--- src/core/ccpu_regs.svh ---
// Register offsets, field positions, reset values and codes of the unit
`ifndef CCPU_REGS_SVH
`define CCPU_REGS_SVH

// ----------------------------------------------------------------
// Register byte offsets
// ----------------------------------------------------------------
`define CCPU_OFS_CONTROL   8'h00
`define CCPU_OFS_VALUE_LO  8'h04
`define CCPU_OFS_VALUE_HI  8'h08
`define CCPU_OFS_STATUS    8'h0c
`define CCPU_OFS_ENABLE    8'h10

// ----------------------------------------------------------------
// Field positions
// ----------------------------------------------------------------
`define CCPU_CTL_MODE_LSB  0
`define CCPU_CTL_DUTY_LSB  4
`define CCPU_STS_FLAG_BIT  0
`define CCPU_ENA_BIT       0

// ----------------------------------------------------------------
// Reset values
// ----------------------------------------------------------------
`define CCPU_RST_MODE      4'h0
`define CCPU_RST_DUTY_LSB  2'h0
`define CCPU_RST_VALUE     16'h0000
`define CCPU_RST_PRESC     4'h0

// ----------------------------------------------------------------
// Capture prescaler terminal counts
// ----------------------------------------------------------------
`define CCPU_PRESC_DIV4    4'h3
`define CCPU_PRESC_DIV16   4'hf

`endif

--- src/core/ccpu_pkg.sv ---
// Types shared by the capture/compare/PWM unit
package ccpu_pkg;

    // ------------------------------------------------------------
    // Mode field encodings
    // ------------------------------------------------------------
    typedef enum logic [3:0] {
        CCPU_OFF       = 4'h0,
        CCPU_CAP_FALL  = 4'h4,
        CCPU_CAP_RISE  = 4'h5,
        CCPU_CAP_DIV4  = 4'h6,
        CCPU_CAP_DIV16 = 4'h7,
        CCPU_CMP_SET   = 4'h8,
        CCPU_CMP_CLR   = 4'h9,
        CCPU_CMP_FLAG  = 4'ha,
        CCPU_CMP_TRIG  = 4'hb
    } ccpu_mode_t;

    typedef logic [7:0] ccpu_addr_t;

endpackage

--- src/core/ccpu_unit.sv ---
// Capture/compare/PWM unit with APB register access
// Functional notes
// - Mode field selects off, four capture, four compare and PWM modes.
// - Capture copies timer1 into value pair, sets flag; overwrite allowed.
// - Prescaler counter cleared when off, outside capture, and on reset.
// - Switching between capture prescalers keeps the counter running.
// - Compare value with timer1 every cycle; act on pin, set flag.
// - Writing zero to control forces the unit output latch low.
// - Flag-only compare sets flag without touching the pin.
// - First unit's trigger resets timer1 on compare match.
// - Second unit's trigger also starts conversion when converter enabled.
// - Trigger reset of timer1 never sets timer1 overflow flag.
// - PWM period is period register plus one times timer2 steps.
// - After period match: clear timer2, set pin unless zero duty, reload.
// - Timer2 postscaler plays no part in the PWM period.
// - Duty is value low byte above control bits 5:4.
// - Duty writes take effect at period match; high byte read-only.
// - Active duty against timer2 plus two low bits clears the pin.
// - Duty beyond the period leaves the pin high all period.
//
// Our own choices: the APB interface to the registers and the register addresses.
`include "ccpu_regs.svh"

module ccpu_unit #(
    parameter bit IS_SECOND_UNIT = 1'b0
) (
    input  wire logic              pclk,
    input  wire logic              presetn,
    input  wire logic              psel,
    input  wire logic              penable,
    input  wire logic              pwrite,
    input  wire ccpu_pkg::ccpu_addr_t paddr,
    input  wire logic [31:0]       pwdata,
    output logic [31:0]            prdata,
    output logic                   pready,
    output logic                   pslverr,
    input  wire logic [15:0]       capture_timebase_count,
    input  wire logic [7:0]        pwm_timebase_count,
    input  wire logic [1:0]        pwm_phase_bits,
    input  wire logic              pwm_step,
    input  wire logic [7:0]        pwm_period_register,
    input  wire logic              adc_enabled,
    input  wire logic              unit_io_pin_in,
    output logic                   unit_io_pin_out,
    output logic                   timer1_reset,
    output logic                   timer1_ovf_inhibit,
    output logic                   pwm_timer_clear,
    output logic                   adc_start,
    output logic                   unit_irq
);
    import ccpu_pkg::*;

    // ------------------------------------------------------------
    // State
    // ------------------------------------------------------------
    logic [3:0]  mode_ff,    nxt_mode;
    logic [1:0]  dlb_ff,     nxt_dlb;
    logic [15:0] value_ff,   nxt_value;
    logic [1:0]  act_lsb_ff, nxt_act_lsb;
    logic [3:0]  presc_ff,   nxt_presc;
    logic        flag_ff,    nxt_flag;
    logic        ena_ff,     nxt_ena;
    logic        pin_ff,     nxt_pin;
    logic        hit_ff,     nxt_hit;
    logic        pin_d_ff;
    logic        rst_ff,     nxt_rst;
    logic        adc_ff,     nxt_adc;
    logic        clr_ff,     nxt_clr;
    logic        irq_ff;
    logic [31:0] rdata_ff,   nxt_rdata;
    logic        rdy_ff,     nxt_rdy;
    logic        err_ff,     nxt_err;
    logic        pin_sync;

    // ------------------------------------------------------------
    // Decode
    // ------------------------------------------------------------
    logic        is_cap, is_cmp, is_pwm;
    logic        rise, fall, cap_evt, eq, cmp_hit, period_hit, duty_hit;
    logic        wr_acc, setup;
    logic [9:0]  duty_new;

    ccpu_sync2 u_pin_sync (
        .pclk     (pclk),
        .presetn  (presetn),
        .async_in (unit_io_pin_in),
        .sync_out (pin_sync)
    );

    always_comb begin
        is_cap = (mode_ff[3:2] == 2'b01);
        is_cmp = (mode_ff[3:2] == 2'b10);
        is_pwm = (mode_ff[3:2] == 2'b11);
        rise = pin_sync & ~pin_d_ff;
        fall = ~pin_sync & pin_d_ff;
        case (mode_ff)
            CCPU_CAP_FALL:  cap_evt = fall;
            CCPU_CAP_RISE:  cap_evt = rise;
            CCPU_CAP_DIV4:  cap_evt = rise
                                && presc_ff[1:0] == 2'(`CCPU_PRESC_DIV4);
            CCPU_CAP_DIV16: cap_evt = rise
                                && presc_ff == `CCPU_PRESC_DIV16;
            default:        cap_evt = 1'b0;
        endcase
        eq = (capture_timebase_count == value_ff);
        cmp_hit = is_cmp && eq && !hit_ff;
        // Postscaler not involved in the period
        period_hit = is_pwm && pwm_step
                     && pwm_timebase_count == pwm_period_register;
        // One cycle ahead, the pin latch adds a cycle
        // Longer duty than period never matches
        duty_hit = is_pwm && {value_ff[15:8], act_lsb_ff}
                   == 10'({pwm_timebase_count, pwm_phase_bits} + 10'h001);
        duty_new = {value_ff[7:0], dlb_ff};
        setup  = psel && !penable;
        wr_acc = psel && penable && rdy_ff && pwrite;
    end

    // ------------------------------------------------------------
    // Unit logic
    // ------------------------------------------------------------
    always_comb begin
        nxt_mode    = mode_ff;
        nxt_dlb     = dlb_ff;
        nxt_value   = value_ff;
        nxt_act_lsb = act_lsb_ff;
        nxt_presc   = presc_ff;
        nxt_flag    = flag_ff;
        nxt_ena     = ena_ff;
        nxt_pin     = pin_ff;
        nxt_hit     = is_cmp && eq;
        nxt_rst     = 1'b0;
        nxt_adc     = 1'b0;
        nxt_clr     = 1'b0;
        // Software accesses first, hardware events override
        if (wr_acc) begin
            if (paddr == `CCPU_OFS_CONTROL) begin
                nxt_mode = pwdata[`CCPU_CTL_MODE_LSB +: 4];
                nxt_dlb  = pwdata[`CCPU_CTL_DUTY_LSB +: 2];
            end else if (paddr == `CCPU_OFS_VALUE_LO) begin
                nxt_value[7:0] = pwdata[7:0];
            end else if (paddr == `CCPU_OFS_VALUE_HI) begin
                if (!is_pwm) begin
                    nxt_value[15:8] = pwdata[7:0];
                end
            end else if (paddr == `CCPU_OFS_STATUS) begin
                if (pwdata[`CCPU_STS_FLAG_BIT]) begin
                    nxt_flag = 1'b0;
                end
            end else if (paddr == `CCPU_OFS_ENABLE) begin
                nxt_ena = pwdata[`CCPU_ENA_BIT];
            end
        end
        // Prescaler counts rising edges in any capture mode
        if (!is_cap) begin
            nxt_presc = `CCPU_RST_PRESC;
        end else if (rise) begin
            nxt_presc = presc_ff + 4'h1;
        end
        if (cap_evt) begin
            nxt_value = capture_timebase_count;
            nxt_flag  = 1'b1;
        end
        if (cmp_hit) begin
            nxt_flag = 1'b1;
            case (mode_ff)
                CCPU_CMP_SET: nxt_pin = 1'b1;
                CCPU_CMP_CLR: nxt_pin = 1'b0;
                CCPU_CMP_TRIG: begin
                    nxt_rst = 1'b1;
                    nxt_adc = IS_SECOND_UNIT && adc_enabled;
                end
                default: nxt_pin = pin_ff;
            endcase
        end
        if (duty_hit) begin
            nxt_pin = 1'b0;
        end
        if (period_hit) begin
            nxt_clr         = 1'b1;
            nxt_pin         = (duty_new != 10'h000);
            nxt_value[15:8] = value_ff[7:0];
            nxt_act_lsb     = dlb_ff;
        end
        if (mode_ff == CCPU_OFF) begin
            nxt_pin = 1'b0;
        end
    end

    // ------------------------------------------------------------
    // Bus answer
    // ------------------------------------------------------------
    always_comb begin
        nxt_rdata = rdata_ff;
        nxt_err   = 1'b0;
        nxt_rdy   = setup;
        if (setup) begin
            nxt_rdata = 32'h0000_0000;
            if (paddr == `CCPU_OFS_CONTROL) begin
                nxt_rdata[5:0] = {dlb_ff, mode_ff};
            end else if (paddr == `CCPU_OFS_VALUE_LO) begin
                nxt_rdata[7:0] = value_ff[7:0];
            end else if (paddr == `CCPU_OFS_VALUE_HI) begin
                nxt_rdata[7:0] = value_ff[15:8];
            end else if (paddr == `CCPU_OFS_STATUS) begin
                nxt_rdata[`CCPU_STS_FLAG_BIT] = flag_ff;
            end else if (paddr == `CCPU_OFS_ENABLE) begin
                nxt_rdata[`CCPU_ENA_BIT] = ena_ff;
            end else begin
                nxt_err = 1'b1;
            end
        end
    end

    always_ff @(posedge pclk or negedge presetn) begin
        if (!presetn) begin
            mode_ff    <= `CCPU_RST_MODE;
            dlb_ff     <= `CCPU_RST_DUTY_LSB;
            value_ff   <= `CCPU_RST_VALUE;
            act_lsb_ff <= `CCPU_RST_DUTY_LSB;
            presc_ff   <= `CCPU_RST_PRESC;
            flag_ff    <= 1'b0;
            ena_ff     <= 1'b0;
            pin_ff     <= 1'b0;
            hit_ff     <= 1'b0;
            pin_d_ff   <= 1'b0;
            rst_ff     <= 1'b0;
            adc_ff     <= 1'b0;
            clr_ff     <= 1'b0;
            irq_ff     <= 1'b0;
            rdata_ff   <= 32'h0000_0000;
            rdy_ff     <= 1'b0;
            err_ff     <= 1'b0;
        end else begin
            mode_ff    <= nxt_mode;
            dlb_ff     <= nxt_dlb;
            value_ff   <= nxt_value;
            act_lsb_ff <= nxt_act_lsb;
            presc_ff   <= nxt_presc;
            flag_ff    <= nxt_flag;
            ena_ff     <= nxt_ena;
            pin_ff     <= nxt_pin;
            hit_ff     <= nxt_hit;
            pin_d_ff   <= pin_sync;
            rst_ff     <= nxt_rst;
            adc_ff     <= nxt_adc;
            clr_ff     <= nxt_clr;
            irq_ff     <= flag_ff & ena_ff;
            rdata_ff   <= nxt_rdata;
            rdy_ff     <= nxt_rdy;
            err_ff     <= nxt_err;
        end
    end

    // ------------------------------------------------------------
    // Outputs
    // ------------------------------------------------------------
    assign prdata             = rdata_ff;
    assign pready             = rdy_ff;
    assign pslverr            = err_ff;
    assign unit_io_pin_out    = pin_ff;
    assign timer1_reset       = rst_ff;
    assign timer1_ovf_inhibit = rst_ff;
    assign pwm_timer_clear    = clr_ff;
    assign adc_start          = adc_ff;
    assign unit_irq           = irq_ff;

    // ------------------------------------------------------------
    // Checks
    // ------------------------------------------------------------
    chk_off_latch_low: assert property (
        @(posedge pclk) disable iff (!presetn)
        (mode_ff == CCPU_OFF) |=> !unit_io_pin_out)
        else $error("output latch not low while unit off");

    chk_presc_cleared: assert property (
        @(posedge pclk) disable iff (!presetn)
        !is_cap |=> presc_ff == 4'h0)
        else $error("prescaler counter not cleared outside capture");

    chk_capture_copy: assert property (
        @(posedge pclk) disable iff (!presetn)
        cap_evt |=> value_ff == $past(capture_timebase_count) && flag_ff)
        else $error("capture did not copy timer1 or set flag");

    chk_cmp_set_pin: assert property (
        @(posedge pclk) disable iff (!presetn)
        (cmp_hit && mode_ff == CCPU_CMP_SET) |=> unit_io_pin_out && flag_ff)
        else $error("set-on-match did not raise pin and flag");

    chk_cmp_clr_pin: assert property (
        @(posedge pclk) disable iff (!presetn)
        (cmp_hit && mode_ff == CCPU_CMP_CLR) |=> !unit_io_pin_out)
        else $error("clear-on-match did not lower pin");

    chk_flag_only_pin: assert property (
        @(posedge pclk) disable iff (!presetn)
        (cmp_hit && mode_ff == CCPU_CMP_FLAG)
        |=> $stable(unit_io_pin_out) && flag_ff)
        else $error("flag-only compare touched pin");

    chk_trig_reset: assert property (
        @(posedge pclk) disable iff (!presetn)
        (cmp_hit && mode_ff == CCPU_CMP_TRIG)
        |=> timer1_reset ##1 !timer1_reset)
        else $error("trigger did not pulse timer1 reset");

    chk_adc_gate: assert property (
        @(posedge pclk) disable iff (!presetn)
        adc_start |-> timer1_reset && IS_SECOND_UNIT && $past(adc_enabled))
        else $error("conversion start without enabled converter");

    chk_irq_gate: assert property (
        @(posedge pclk) disable iff (!presetn)
        (flag_ff && ena_ff) |=> unit_irq)
        else $error("interrupt request missing");

    chk_pwm_reload: assert property (
        @(posedge pclk) disable iff (!presetn)
        period_hit |=> pwm_timer_clear
        && value_ff[15:8] == $past(value_ff[7:0])
        && unit_io_pin_out == ($past(duty_new) != 10'h000))
        else $error("period match did not reload duty and pin");

    chk_pwm_pin_clear: assert property (
        @(posedge pclk) disable iff (!presetn)
        (duty_hit && !period_hit) |=> !unit_io_pin_out)
        else $error("duty match did not clear pin");
endmodule

--- src/core/ccpu_sync2.sv ---
// Two-flop synchroniser for one pin level
module ccpu_sync2 (
    input  wire logic pclk,
    input  wire logic presetn,
    input  wire logic async_in,
    output logic      sync_out
);
    logic meta_ff;

    always_ff @(posedge pclk or negedge presetn) begin
        if (!presetn) begin
            meta_ff  <= 1'b0;
            sync_out <= 1'b0;
        end else begin
            meta_ff  <= async_in;
            sync_out <= meta_ff;
        end
    end
endmodule

--- config.mk ---
export PLATFORM = sky130hd
export DESIGN_NAME = ccpu_unit
export DESIGN_NICKNAME = d
export VERILOG_FILES = /design/src/core/ccpu_pkg.sv /design/src/core/ccpu_unit.sv /design/src/core/ccpu_sync2.sv
export VERILOG_INCLUDE_DIRS = /design/src /design/src/core
export SDC_FILE = /design/constraint.sdc
export NUM_CORES = 1
export LEC_CHECK = 0
export ABC_AREA = 1
export BUFFER_PORTS_ARGS = -buffer_cell sky130_fd_sc_hd__buf_4
export CAP_MARGIN = 10
export CORE_MARGIN = 8
export CORE_UTILIZATION = 54
export DETAILED_ROUTE_END_ITERATION = 7
export PLACE_DENSITY = 0.86
export SYNTH_ARGS = -nofsm -noshare
export SYNTH_HDL_FRONTEND = slang
export SYNTH_SLANG_ARGS = --single-unit
--- constraint.sdc ---
create_clock -name pclk -period 3.4 [get_ports pclk]
set_input_delay 0.17 -clock pclk [delete_from_list [all_inputs] [get_ports pclk]]
set_output_delay 0.17 -clock pclk [all_outputs]
set_load 0.01 [all_outputs]
==> summary.md <==
| Metric | Value |
|---|---|
| Post-CTS Resized | `0` |
| CP delay by family, top | `simple AND/OR/NAND/NOR gates` |
| Nets@finish | `635` |
| Sequential area share after synthesis | `0.357` |
| Fin crit period | `2.11 ns` |
| Mapped Area | `0.00337 mm^2` |
| Yosys warns | `0` |
| Buffers added on ports | `71` |
| First-pass GRT wire length | `14900 um` |
| Fin worst setup slack | `1.29 ns` |
| Die width | `95.0 um` |
| DRC | `0` |
| Synth Flop Type | `dfrtp_1` |
| Post-synth ARST share | `1.00` |
| Max-cap violation count | `0` |
| Die ar. | `0.00902 mm^2` |
| Post-CTS setup buffer count | `0` |
| Iteration-0 DRC count of the detailed router | `276` |
| Core area | `0.00599 mm^2` |
| FP Rows | `28` |
| Leak pwr | `2.17 nW` |
| Final Core Density | `0.669` |
| Worst hold slack | `0.0757 ns` |
| # clock sinks | `48` |
| Clock skew | `0.0157 ns` |
| DR vias | `3378` |
| Most frequent cells in the layout | `142 x nand2_1, 71 x buf_4, 68 x inv_1` |
| DRT Pass-1 Iters | `6` |
| Initial antenna violation count | `0` |
| Rel. slew slack | `0.589` |
| Seq cells post-synth | `48` |
| Syn Area/Cell | `7.06 um^2` |
| Detailed placement HPWL | `7430 um` |
| Hold Vio Cnt, Final | `0` |
| Num ports | `122` |
| Final Cycle Share | `0.620` |
| Crit path max fanout | `23` |
| GRT Total Usage | `0.206` |
| Non-Filler Instances | `627` |
| Buf+Inv Stages, Crit Path | `2` |
| Run status | `finished, final reports clean` |
| Placement Setup Slack | `1.35 ns` |
| Max Buffers Root-to-Sink | `2` |
| CP endpoint kind | `flip-flop` |
| Worst-skew pair later-pin latency | `0.31 ns` |
| WL/cell | `15.0 um` |
| Synth cell types | `45` |
| CTS Buf Count | `5` |
| Worst hold-check path type | `in2reg` |
| CP max-delay cell | `dfrtp_1` |
| Syn Inst Count | `477` |
| Initial core utilization | `0.562` |
| Layout cells sized above 1 | `0.188` |
| Kind of critical path | `reg2reg` |
| FMAX | `474 MHz` |
| Root Driver | `clkbuf_8` |
| Total grt overflow | `0` |
| Maximum VDD drop | `0.179 mV` |
| Slew @ Worst Pin | `0.617 ns` |
| RSZ-0062 raised after global routing | `no` |
| Pwr/cell area | `348 mW/mm^2` |
| Antenna-violating nets left | `0` |
| CTS H-tree lvls | `2` |
| Cell breakdown of the critical path | `ha_1 > inv_1 > nor2_1 > nand2_1 > o211ai_1 > nand2_2 > inv_1 > nor2_2 > nand2_1 > o221ai_1` |
| Antenna diodes | `0` |
| GPL Wtd Cong | `0.910` |
| Clock transition at path regs | `0.09 ns` |
| Post-synth EDFFs | `0` |
| Number of global-route vias before repair | `3273` |
| Most common cell after layout, fill and taps aside | `nand2_1` |
| Die height | `95.0 um` |
| Worst Setup Start Kind | `flip-flop` |
| Detailed-route wire length | `9380 um` |
| WP data arrival | `2.32 ns` |
| Area added between synthesis and finish | `18.9%` |
| Inst Count DP | `617` |
| Largest net degree at the start of global routing | `49` |
| Max-slew violation count | `0` |
| Vias/cell | `5.39` |
| Max incr delay on CP | `0.42 ns` |
| Required time of the critical path | `3.62 ns` |
| TritonCTS clock tree | `built` |
| Sum Neg Setup Slack | `0 ns` |
| Final setup vio count | `0` |
[synth_stat cells, types with 3 or more instances]
library cell | count | share of area
nand2_1 | 142 | 0.16
inv_1 | 68 | 0.076
dfrtp_1 | 48 | 0.36
nor2_1 | 40 | 0.045
buf_4 | 26 | 0.058
nand3_1 | 25 | 0.037
o21ai_0 | 18 | 0.027
a21oi_1 | 14 | 0.021
o211ai_1 | 11 | 0.025
xor2_1 | 8 | 0.021
nand4_1 | 7 | 0.013
nor3_1 | 6 | 0.0089
nand2_2 | 5 | 0.0093
o221ai_1 | 5 | 0.013
o22ai_1 | 5 | 0.0093
xnor2_1 | 5 | 0.013
nor2_4 | 4 | 0.013
or2_1 | 4 | 0.0074
inv_2 | 3 | 0.0033
[routing by layer]
layer / wire length [um] / vias up / GRT usage
met1: 3740 / 1568 / 0.250
met4: 284 / 0 / 0.0806
met2: 4580 / 164 / 0.353
li1: - / 1616 / -
met5: 0 / - / 0
met3: 768 / 30 / 0.0389
[cells by family after synthesis]
kind of cell / Yosys count / share of synthesized area
other: 1 / 0.00111
adders and majority gates: 2 / 0.00743
buffers and inverters: 103 / 0.149
AOI/OAI and AO/OA: 60 / 0.109
muxes: 2 / 0.00669
DFF: 48 / 0.357
and+or+nand+nor: 248 / 0.336
xor gates and xnor gates: 13 / 0.0338
[report_power, final]
part           internal (mW)  switching (mW)  total (mW)  leakage (nW)
clock                  0.241           0.207       0.448        0.0614
sequential             0.604          0.0422       0.646         0.603
combinational          0.126           0.172       0.298          1.50
total                  0.971           0.421        1.39          2.17
[final cells by class]
type,instances,area [um^2]
Fill cell,509,1980
Multi-Input combinational cell,350,1760
Sequential cell,48,1200
Timing Repair Buffer,73,553
Inverter,73,282
Tap cell,75,93.8
Clock buffer,6,82.6
Clock inverter,2,38.8
[through the flow]
stage | power, mW | area, um^2
final | 1.39 | 4010
after global routing | 1.45 | 4010
after detailed placement | 0.947 | 3860
after floorplan | 0.837 | 3460
after global placement | 0.935 | 3860
after CTS | 1.38 | 4010
[timing repair]
item | CTS | global route
hold buffers | 2 | 0
setup endpoints to repair | 0 | 0
hold endpoints to repair | 49 | 0
[state kept, by name (all words and copies together), names as in the netlist, 2 cells and up]
name and flops:
act_lsb_ff 2, presc_ff 4, dlb_ff 2, mode_ff 4, prdata 8, value_ff 16
[final timing paths]
check	start	to	slack (ns)	cells past startpoint
max	presc_ff[1]	value_ff[0]	1.29	10
min	penable	pready	0.08	2
max reg2reg	presc_ff[1]	value_ff[0]	1.29	10
min reg2reg	u_pin_sync.meta_ff	u_pin_sync.sync_out	0.36	0
max in group asynchronous	presetn	value_ff[13]	2.57	2
min in group asynchronous	presetn	prdata[2]	0.42	2
Power figures use the tool's default switching activity.
